### config.mk
export PLATFORM = sky130hd
export DESIGN_NAME = smsp_top
export DESIGN_NICKNAME = d
export VERILOG_FILES = /design/src/pkg/smsp_pkg.sv /design/src/design/smsp_clk_div.sv /design/src/design/smsp_rx_buffer.sv /design/src/design/smsp_top.sv
export SDC_FILE = /design/constraint.sdc
export NUM_CORES = 1
export LEC_CHECK = 0
export BUFFER_PORTS_ARGS = -buffer_cell sky130_fd_sc_hd__buf_4
export CAP_MARGIN = 20
export CORE_UTILIZATION = 39
export CTS_CLUSTER_DIAMETER = 100
export DETAILED_ROUTE_END_ITERATION = 10
export GPL_ROUTABILITY_DRIVEN = 1
export PLACE_DENSITY_LB_ADDON = 0.08
export SETUP_SLACK_MARGIN = 0.1
export SLEW_MARGIN = 40
export SYNTH_ARGS = -nofsm -noshare
export SYNTH_HDL_FRONTEND = slang
export SYNTH_SLANG_ARGS = --single-unit
### constraint.sdc
create_clock -name clock -period 5.4 [get_ports clock]
set_input_delay 1.08 -clock clock [delete_from_list [all_inputs] [get_ports clock]]
set_output_delay 1.08 -clock clock [all_outputs]
set_load 0.05 [all_outputs]
### src/pkg/smsp_pkg.sv
// Constants shared by the serial port design files
package smsp_pkg;
  // ---------------------------------------------
  // Register offsets on the special function bus
  // ---------------------------------------------
  localparam logic [7:0] TX_BYTE_BUFFER_ADDR = 8'h9A;
  localparam logic [7:0] RX_BYTE_BUFFER_ADDR = 8'h9B;
  localparam logic [7:0] SERIAL_CONFIG_ONE_ADDR = 8'hE8;
  localparam logic [7:0] SERIAL_CONFIG_TWO_ADDR = 8'hE9;
  localparam logic [7:0] SERIAL_IRQ_STATUS_ADDR = 8'hEA;
  // ---------------------------------------------
  // Reset values
  // ---------------------------------------------
  localparam logic [7:0] CONFIG_ONE_RESET = 8'h10;
  localparam logic [7:0] CONFIG_TWO_RESET = 8'h00;
  localparam logic [7:0] RX_BUFFER_RESET = 8'h00;
  // ---------------------------------------------
  // Field positions in serial_config_one
  // ---------------------------------------------
  localparam int CONTINUOUS_TRANSFER_ENABLE_BIT = 7;
  localparam int PORT_ENABLE_BIT = 6;
  localparam int IRQ_SOURCE_SELECT_BIT = 5;
  localparam int AUTO_SELECT_BIT = 4;
  localparam int SELECT_INPUT_ENABLE_BIT = 3;
  localparam int RECEIVE_OVERFLOW_WRITE_BIT = 2;
  localparam int BIT_RATE_DIVIDER_LSB = 0;
  // Field position in serial_config_two
  localparam int MASTER_MODE_BIT = 0;
  // Field positions in serial_irq_status
  localparam int RX_FULL_BIT = 0;
  localparam int TX_EMPTY_BIT = 1;
  localparam int RX_OVERFLOW_BIT = 2;
  // ---------------------------------------------
  // Timing
  // ---------------------------------------------
  // Half serial clock period for divider code 00, in core clocks
  localparam logic [5:0] HALF_PERIOD_BASE = 6'h04;
  localparam logic [2:0] LAST_BIT = 3'h7;
  // Master sequencer states
  typedef enum logic [1:0] {smsp_idle, smsp_run, smsp_gap} smsp_state_t;
endpackage

### src/design/smsp_clk_div.sv
// Serial clock divider giving one tick per half serial clock period
`timescale 1ns/1ps
module smsp_clk_div (
  input wire logic clock, // Core clock
  input wire logic srst, // Synchronous reset
  input wire logic run, // Count while high
  input wire logic [1:0] div_code, // Bit rate divider code
  output logic tick // One-cycle half period pulse
);
  logic [5:0] cnt_q;
  logic [5:0] limit;

  // Half period is 4, 8, 16 or 32 core clocks
  assign limit = smsp_pkg::HALF_PERIOD_BASE << div_code;

  // Free count that restarts whenever the sequencer stops
  always_ff @(posedge clock) begin
    if (srst || !run) begin
      cnt_q <= 6'h00;
    end else if (cnt_q == limit - 6'h01) begin
      cnt_q <= 6'h00;
    end else begin
      cnt_q <= cnt_q + 6'h01;
    end
  end

  assign tick = run && (cnt_q == limit - 6'h01);
endmodule

### src/design/smsp_rx_buffer.sv
// Receive holding stage with discard or overwrite on overflow
`timescale 1ns/1ps
module smsp_rx_buffer (
  input wire logic clock, // Core clock
  input wire logic srst, // Synchronous reset
  input wire logic push, // New received byte
  input wire logic [7:0] push_data, // Received byte
  input wire logic overwrite_en, // Replace unread byte
  input wire logic pop, // Software takes the byte
  output logic [7:0] hold_data, // Oldest unread byte
  output logic valid, // Holding stage full
  output logic overflow // One-cycle overflow pulse
);
  logic [7:0] data_q;
  logic valid_q;

  // Store policy: a pop frees room for a push in the same cycle
  always_ff @(posedge clock) begin
    if (srst) begin
      data_q <= 8'h00;
      valid_q <= 1'b0;
    end else if (push && (!valid_q || pop || overwrite_en)) begin
      data_q <= push_data;
      valid_q <= 1'b1;
    end else if (pop) begin
      valid_q <= 1'b0;
    end
  end

  assign hold_data = data_q;
  assign valid = valid_q;
  assign overflow = push && valid_q && !pop;
endmodule

### src/design/smsp_top.sv
// Byte-wide full-duplex serial port, master or slave, on the core register bus
`timescale 1ns/1ps
// What this block does
// - Eight bits shift out and in together each byte, full duplex.
// - Received byte stays readable while next byte shifts in.
// - Next transmit byte can be written while current byte shifts.
// - Works as master driving clock and select, or as slave.
// - Pins go to this port only while the pin select picks it.
// - Transmit register write queues the byte that is sent next.
// - Receive register read pops the oldest byte into that register.
// - Interrupt on receive full when source bit 0, transmit empty when 1.
// - Master with automatic select cleared holds select low.
// - Automatic select low for one byte then high in single mode.
// - Automatic select stays low across a continuous transfer.
// - Slave with select input enabled only works while select is low.
// - Overflow write bit 0 discards a new byte over an unread one.
// - Overflow write bit 1 replaces the unread byte.
// - Master clock is core clock over 8, 16, 32 or 64.
// - Reset: receive, config two, status zero; config one 0x10.
// - Port idles while its enable bit is clear.
// - Continuous master keeps going while transmit bytes are queued.
module smsp_top (
  input wire logic clock, // Core clock, 10 MHz
  input wire logic srst, // Synchronous reset, active high
  input wire logic [7:0] sfr_addr, // Register address
  input wire logic sfr_wr, // Register write strobe
  input wire logic sfr_rd, // Register read strobe
  input wire logic [7:0] sfr_wdata, // Write data
  output logic [7:0] sfr_rdata, // Read data, one cycle after read
  input wire logic peripheral_pin_select, // High hands pins to I2C
  input wire logic sclk_i, // Serial clock pin level
  output logic sclk_o, // Serial clock drive
  output logic sclk_oe, // Serial clock enable
  input wire logic mosi_i, // Master out pin level
  output logic mosi_o, // Master out drive
  output logic mosi_oe, // Master out enable
  input wire logic miso_i, // Master in pin level
  output logic miso_o, // Master in drive
  output logic miso_oe, // Master in enable
  input wire logic ss_n_i, // Select pin level, low active
  output logic ss_n_o, // Select drive, low active
  output logic ss_n_oe, // Select enable
  output logic spi_irq // Interrupt request, level
);
  // ---------------------------------------------
  // Registers and decode
  // ---------------------------------------------
  logic [7:0] cfg1_q;
  logic [7:0] cfg2_q;
  logic [7:0] rx_buf_q;
  logic [7:0] rdata_q;
  logic ovf_q;
  logic [7:0] tx_hold_q;
  logic tx_full_q;
  logic tx_seen_q;
  logic wr_tx;
  logic rd_rx;
  logic port_enable;
  logic master;
  logic auto_sel;
  logic cont;
  logic spi_on;
  logic slave_sel;
  logic tx_pop;
  logic rx_push;
  logic [7:0] rx_push_data;
  logic [7:0] rx_hold;
  logic rx_valid;
  logic rx_ovf;
  logic tick;

  assign wr_tx = sfr_wr && sfr_addr == smsp_pkg::TX_BYTE_BUFFER_ADDR;
  assign rd_rx = sfr_rd && sfr_addr == smsp_pkg::RX_BYTE_BUFFER_ADDR;
  assign port_enable = cfg1_q[smsp_pkg::PORT_ENABLE_BIT];
  assign master = cfg2_q[smsp_pkg::MASTER_MODE_BIT];
  assign auto_sel = cfg1_q[smsp_pkg::AUTO_SELECT_BIT];
  assign cont = cfg1_q[smsp_pkg::CONTINUOUS_TRANSFER_ENABLE_BIT];
  assign spi_on = port_enable && !peripheral_pin_select;
  assign slave_sel = !cfg1_q[smsp_pkg::SELECT_INPUT_ENABLE_BIT] || !ss_n_i;

  // Configuration writes
  always_ff @(posedge clock) begin
    if (srst) begin
      cfg1_q <= smsp_pkg::CONFIG_ONE_RESET;
      cfg2_q <= smsp_pkg::CONFIG_TWO_RESET;
    end else if (sfr_wr && sfr_addr == smsp_pkg::SERIAL_CONFIG_ONE_ADDR) begin
      cfg1_q <= sfr_wdata;
    end else if (sfr_wr && sfr_addr == smsp_pkg::SERIAL_CONFIG_TWO_ADDR) begin
      cfg2_q <= sfr_wdata;
    end
  end

  // Overflow flag, set wins over a write-one clear
  always_ff @(posedge clock) begin
    if (srst) begin
      ovf_q <= 1'b0;
    end else if (rx_ovf) begin
      ovf_q <= 1'b1;
    end else if (sfr_wr && sfr_addr == smsp_pkg::SERIAL_IRQ_STATUS_ADDR
                 && sfr_wdata[smsp_pkg::RX_OVERFLOW_BIT]) begin
      ovf_q <= 1'b0;
    end
  end

  // Transmit holding byte; a write beats a same-cycle load into the shifter
  always_ff @(posedge clock) begin
    if (srst) begin
      tx_hold_q <= 8'h00;
      tx_full_q <= 1'b0;
      tx_seen_q <= 1'b0;
    end else if (wr_tx) begin
      tx_hold_q <= sfr_wdata;
      tx_full_q <= 1'b1;
      tx_seen_q <= 1'b1;
    end else if (tx_pop) begin
      tx_full_q <= 1'b0;
    end
  end

  // Read data and receive register pop
  always_ff @(posedge clock) begin
    if (srst) begin
      rx_buf_q <= smsp_pkg::RX_BUFFER_RESET;
      rdata_q <= 8'h00;
    end else if (rd_rx) begin
      rx_buf_q <= rx_valid ? rx_hold : rx_buf_q;
      rdata_q <= rx_valid ? rx_hold : rx_buf_q;
    end else if (sfr_rd && sfr_addr == smsp_pkg::SERIAL_CONFIG_ONE_ADDR) begin
      rdata_q <= cfg1_q;
    end else if (sfr_rd && sfr_addr == smsp_pkg::SERIAL_CONFIG_TWO_ADDR) begin
      rdata_q <= cfg2_q;
    end else if (sfr_rd && sfr_addr == smsp_pkg::SERIAL_IRQ_STATUS_ADDR) begin
      // Empty flag shows only once a byte was queued, so status reads zero after reset
      rdata_q <= {5'h00, ovf_q, tx_seen_q && !tx_full_q, rx_valid};
    end else if (sfr_rd) begin
      rdata_q <= 8'h00;
    end
  end
  assign sfr_rdata = rdata_q;

  // Interrupt source choice
  always_ff @(posedge clock) begin
    if (srst) begin
      spi_irq <= 1'b0;
    end else begin
      spi_irq <= port_enable && (cfg1_q[smsp_pkg::IRQ_SOURCE_SELECT_BIT] ?
                 !tx_full_q : rx_valid);
    end
  end

  smsp_rx_buffer u_rx (
    .clock(clock),
    .srst(srst),
    .push(rx_push),
    .push_data(rx_push_data),
    .overwrite_en(cfg1_q[smsp_pkg::RECEIVE_OVERFLOW_WRITE_BIT]),
    .pop(rd_rx),
    .hold_data(rx_hold),
    .valid(rx_valid),
    .overflow(rx_ovf)
  );

  // ---------------------------------------------
  // Shift engine
  // ---------------------------------------------
  smsp_pkg::smsp_state_t state_q;
  logic [7:0] tx_sh_q;
  logic [7:0] rx_sh_q;
  logic [2:0] bit_q;
  logic phase_q;
  logic sclk_int_q;
  logic sclk_prev_q;
  logic s_rise;
  logic s_fall;
  logic m_start;

  smsp_clk_div u_div (
    .clock(clock),
    .srst(srst),
    .run(spi_on && master && state_q != smsp_pkg::smsp_idle),
    .div_code(cfg1_q[smsp_pkg::BIT_RATE_DIVIDER_LSB +: 2]),
    .tick(tick)
  );

  assign s_rise = sclk_i && !sclk_prev_q;
  assign s_fall = !sclk_i && sclk_prev_q;
  assign m_start = master && state_q == smsp_pkg::smsp_idle && tx_full_q && !wr_tx;
  assign rx_push_data = master ? rx_sh_q : {rx_sh_q[6:0], mosi_i};
  assign rx_push = spi_on && (master ? (state_q == smsp_pkg::smsp_run && tick && phase_q
                   && bit_q == smsp_pkg::LAST_BIT) : (slave_sel && s_rise
                   && bit_q == smsp_pkg::LAST_BIT));
  assign tx_pop = spi_on && (m_start || (master && rx_push && cont && tx_full_q)
                  || (!master && slave_sel && s_rise && bit_q == 3'h0 && tx_full_q));

  // Slave clock history
  always_ff @(posedge clock) begin
    if (srst) begin
      sclk_prev_q <= 1'b0;
    end else begin
      sclk_prev_q <= sclk_i;
    end
  end

  // Master sequencer and slave shifting share one byte engine
  always_ff @(posedge clock) begin
    if (srst || !spi_on) begin
      state_q <= smsp_pkg::smsp_idle;
      tx_sh_q <= 8'h00;
      rx_sh_q <= 8'h00;
      bit_q <= 3'h0;
      phase_q <= 1'b0;
      sclk_int_q <= 1'b0;
    end else if (master) begin
      case (state_q)
        smsp_pkg::smsp_idle: begin
          if (m_start) begin
            tx_sh_q <= tx_hold_q;
            bit_q <= 3'h0;
            phase_q <= 1'b0;
            state_q <= smsp_pkg::smsp_run;
          end
        end
        smsp_pkg::smsp_run: begin
          if (tick && !phase_q) begin
            sclk_int_q <= 1'b1;
            rx_sh_q <= {rx_sh_q[6:0], miso_i};
            phase_q <= 1'b1;
          end else if (tick) begin
            sclk_int_q <= 1'b0;
            phase_q <= 1'b0;
            if (bit_q != smsp_pkg::LAST_BIT) begin
              bit_q <= bit_q + 3'h1;
              tx_sh_q <= {tx_sh_q[6:0], 1'b0};
            end else if (cont && tx_full_q) begin
              tx_sh_q <= tx_hold_q;
              bit_q <= 3'h0;
            end else begin
              state_q <= smsp_pkg::smsp_gap;
            end
          end
        end
        smsp_pkg::smsp_gap: begin
          if (tick) begin
            state_q <= smsp_pkg::smsp_idle;
          end
        end
        default: begin
          state_q <= smsp_pkg::smsp_idle;
        end
      endcase
    end else begin
      state_q <= smsp_pkg::smsp_idle;
      sclk_int_q <= 1'b0;
      if (!slave_sel) begin
        bit_q <= 3'h0;
      end else if (s_rise) begin
        rx_sh_q <= {rx_sh_q[6:0], mosi_i};
        bit_q <= bit_q + 3'h1;
      end else if (s_fall && bit_q != 3'h0) begin
        tx_sh_q <= {tx_sh_q[6:0], 1'b0};
      end else if (bit_q == 3'h0 && !sclk_i) begin
        tx_sh_q <= tx_full_q ? tx_hold_q : 8'h00;
      end
    end
  end

  // ---------------------------------------------
  // Pin drivers
  // ---------------------------------------------
  // Registered pin outputs; everything released while pins belong to I2C
  always_ff @(posedge clock) begin
    if (srst) begin
      sclk_o <= 1'b0;
      sclk_oe <= 1'b0;
      mosi_o <= 1'b0;
      mosi_oe <= 1'b0;
      miso_o <= 1'b0;
      miso_oe <= 1'b0;
      ss_n_o <= 1'b1;
      ss_n_oe <= 1'b0;
    end else begin
      sclk_o <= sclk_int_q;
      sclk_oe <= spi_on && master;
      mosi_o <= tx_sh_q[7];
      mosi_oe <= spi_on && master;
      miso_o <= tx_sh_q[7];
      miso_oe <= spi_on && !master && slave_sel;
      ss_n_o <= auto_sel ? (state_q == smsp_pkg::smsp_idle) : 1'b0;
      ss_n_oe <= spi_on && master;
    end
  end
endmodule

==> qor.csv <==
metric,value,unit
viasPerCell,5.24,
tns,0,ns
tightest_slew,0.737,ns
grt_max_degree,67,
cts-buffers-inserted,9,
place_area,4600,um2
path_delay_family,simple AND/OR/NAND/NOR gates,
place_ws,2.38,ns
grt_pass1_vias,3149,
layout_setup_ws,2.77,ns
cts_setup_buffers,0,
clk_pin_slew,0.10,ns
die_x,106,um
n_fill_cell,1030,
power.leakage,1.80,nW
rrSetupSlack,3.09,ns
first_pass_iters,4,
cp_max_fo,10,
hold_viol,0,
diodes,0,
path_buf_inv,1,
synth_edf_count,0,
min_period_over_period,48.8,%
rr_worst_depth,5,
drv_cap,0,
ant_nets,0,
insertion_delay,0.36,ns
wirelength,9.74,mm
cts_resized,0,
outcome,"complete, no violations",
synth_area,4210,um2
ios,42,
drc_errors,0,
synth_fp_nets,481,
fp-row-count,37,
core,10400,um2
syn-instance-count,452,
slew_headroom,50.5,%
synth_cell_types,53,
portBuffers,41,
setup_violations,0,
ys.flop_type,dfxtp_1,
cts_tree,yes,
final_core_util,46.2,%
power_density,247,nW/um2
cpPeakStageDelay,0.57,ns
final_max_slew_viol_count,0,
place_congestion,0.778,
grt_pass1_wl,16.1,mm
syn_to_final_growth,14.1,%
drt_iter0_drc,146,
max_clock_freq,0.380,GHz
cp-start-kind,input pin,
synthArstFlopShare,0,%
final_nets,507,
fin_skew,0.0113,ns
design_area,4810,um2
synth_largest_area_cell,dfxtp_1,
synth_common_cells,"dfxtp_1 (88), mux2i_1 (66), nor2_1 (63)",
crit_arrival,2.86,ns
ys_ff_latch,88,
path_cells,buf_4 -> and4b_1 -> nor2b_1 -> and3_1 -> mux2i_1 -> nor2_1,
cts-root-buf,clkbuf_8,
hold_depth,1,
synth_top_area_share,41.8,%
clk_path_buf_depth,2,
start_util,40.5,%
antenna_found_initial,0,
fin_crit,2.63,ns
cts_sinks,88,
ys_warn_count,0,
end_kind,flop,
hp-class,flop to flop,
synth_area_per_cell,9.32,um2
h-tree-depth,3,
vias,3245,
die_height,106,um
ys_seq_area_share,41.8,%
cp.depth,6,
max-vdd-ir-drop,0.135,mV
synthTopCellsByArea,"dfxtp_1 (42%), mux2i_1 (16%), nor2_1 (5.6%)",
synth_most_common_cell,dfxtp_1,
dieArea,11200,um2
avgRoutedWirePerCell,15.7,um
hpwlAfterDp,6.79,mm
cts_hold_buf,0,
worst_path_max_delay_cell,and3_1,
rsz0062_at_grt,no,
crit_required,5.62,ns
grt_overflow_total,0,
timing_worst_setup_path_type,input pin to flop,
grtUsageTotal,18.3,%
drive_gt1_share,16.1,%
[cells in the final DEF (no fill, tap or decap), drive strengths merged, types with 2 or more instances in the layout]
cell type	Yosys	routed
nor3b	9	9
a32o	3	3
and3	2	2
nor2	64	64
and2	2	2
o22ai	6	6
xnor2	2	2
ha	4	4
o21a	4	4
o21ai	13	13
a2111oi	5	5
o211ai	3	3
xor2	2	2
mux2i	66	66
a21boi	8	8
a22o	5	5
and3b	3	3
nand4	3	3
dfxtp	88	88
inv	16	20
clkbuf	20	10
a211o	2	2
nand3b	2	2
a211oi	5	5
a21oi	13	13
nand2b	7	7
nor4bb	2	2
a21o	2	2
mux2	9	9
nand2	30	30
buf	8	43
nor2b	17	17
a31oi	5	5
o2111ai	2	2
nand3	8	8
and4b	2	2
[flip-flops by register name, indices dropped and copies added, names as in the netlist, 2 cells and up]
signal,count
bit_q,3
cfg1_q,8
cfg2_q,8
rx_buf_q,8
rx_sh_q,8
sfr_rdata,8
state_q,2
tx_hold_q,8
tx_sh_q,8
u_div.cnt_q,6
u_rx.hold_data,8
[routing by layer]
layer / global-route usage (%) / wire length (um) / share of wire [%] / up-vias
met2: 29.6 / 4480 / 46 / 47
met4: 6.94 / 166 / 1.7 / 0
li1: - / - / - / 1643
met3: 2.70 / 233 / 2.4 / 17
met5: 0 / 0 / 0 / -
met1: 24.7 / 4860 / 50 / 1538
[through the flow]
stage	power, mW	cells	hold slack [ns]
final	1.19	619	0.460
after global routing	1.23	619	0.481
after CTS	1.20	619	0.466
after detailed placement	0.723	603	0.449
after global placement	0.722	603	0.427
after floorplan	0.697	452	0.418
[cells by family after synthesis]
group                      after synthesis  share of synthesized area, %
xor gates and xnor gates                 4                         0.832
and+or+nand+nor                        153                          18.0
buffers and inverters                   44                          4.22
DFF                                     88                          41.8
muxes                                   75                          18.1
adders and majority gates                4                          1.19
AOI/OAI and AO/OA                       84                          15.9
[power by group]
part / internal, mW / switching, mW
logic: 0.0230 / 0.0327
clock network: 0.221 / 0.259
registers: 0.650 / 0.00147
[worst paths after layout]
kind,start,to
max,sfr_addr[4],cfg2_q[6]$_SDFFE_PP0P_
min,u_div.cnt_q[0]$_SDFF_PP0_,u_div.cnt_q[0]$_SDFF_PP0_
max reg2reg,cfg2_q[0]$_SDFFE_PP0P_,rx_sh_q[3]$_SDFFE_PP0P_
min reg2reg,u_div.cnt_q[0]$_SDFF_PP0_,u_div.cnt_q[0]$_SDFF_PP0_
[worst reg2reg max path: stages (launching register included)]
cell	delay, ns
dfxtp_2	0.70
and3b_1	0.26
nand2_1	0.10
a211o_1	0.32
o31ai_4	0.61
mux2i_1	0.26
[cell type report]
cell class	instances	area, um2	area share [%]
inverter	16	60.1	1.25
clock buffer	10	128	2.65
sequential	88	1760	36.7
timing repair buffer	43	323	6.72
tap	136	170	3.54
clock inverter	6	72.6	1.51
multi-input combinational	320	2290	47.7
Note: power is estimated with default switching activity, not from simulation.
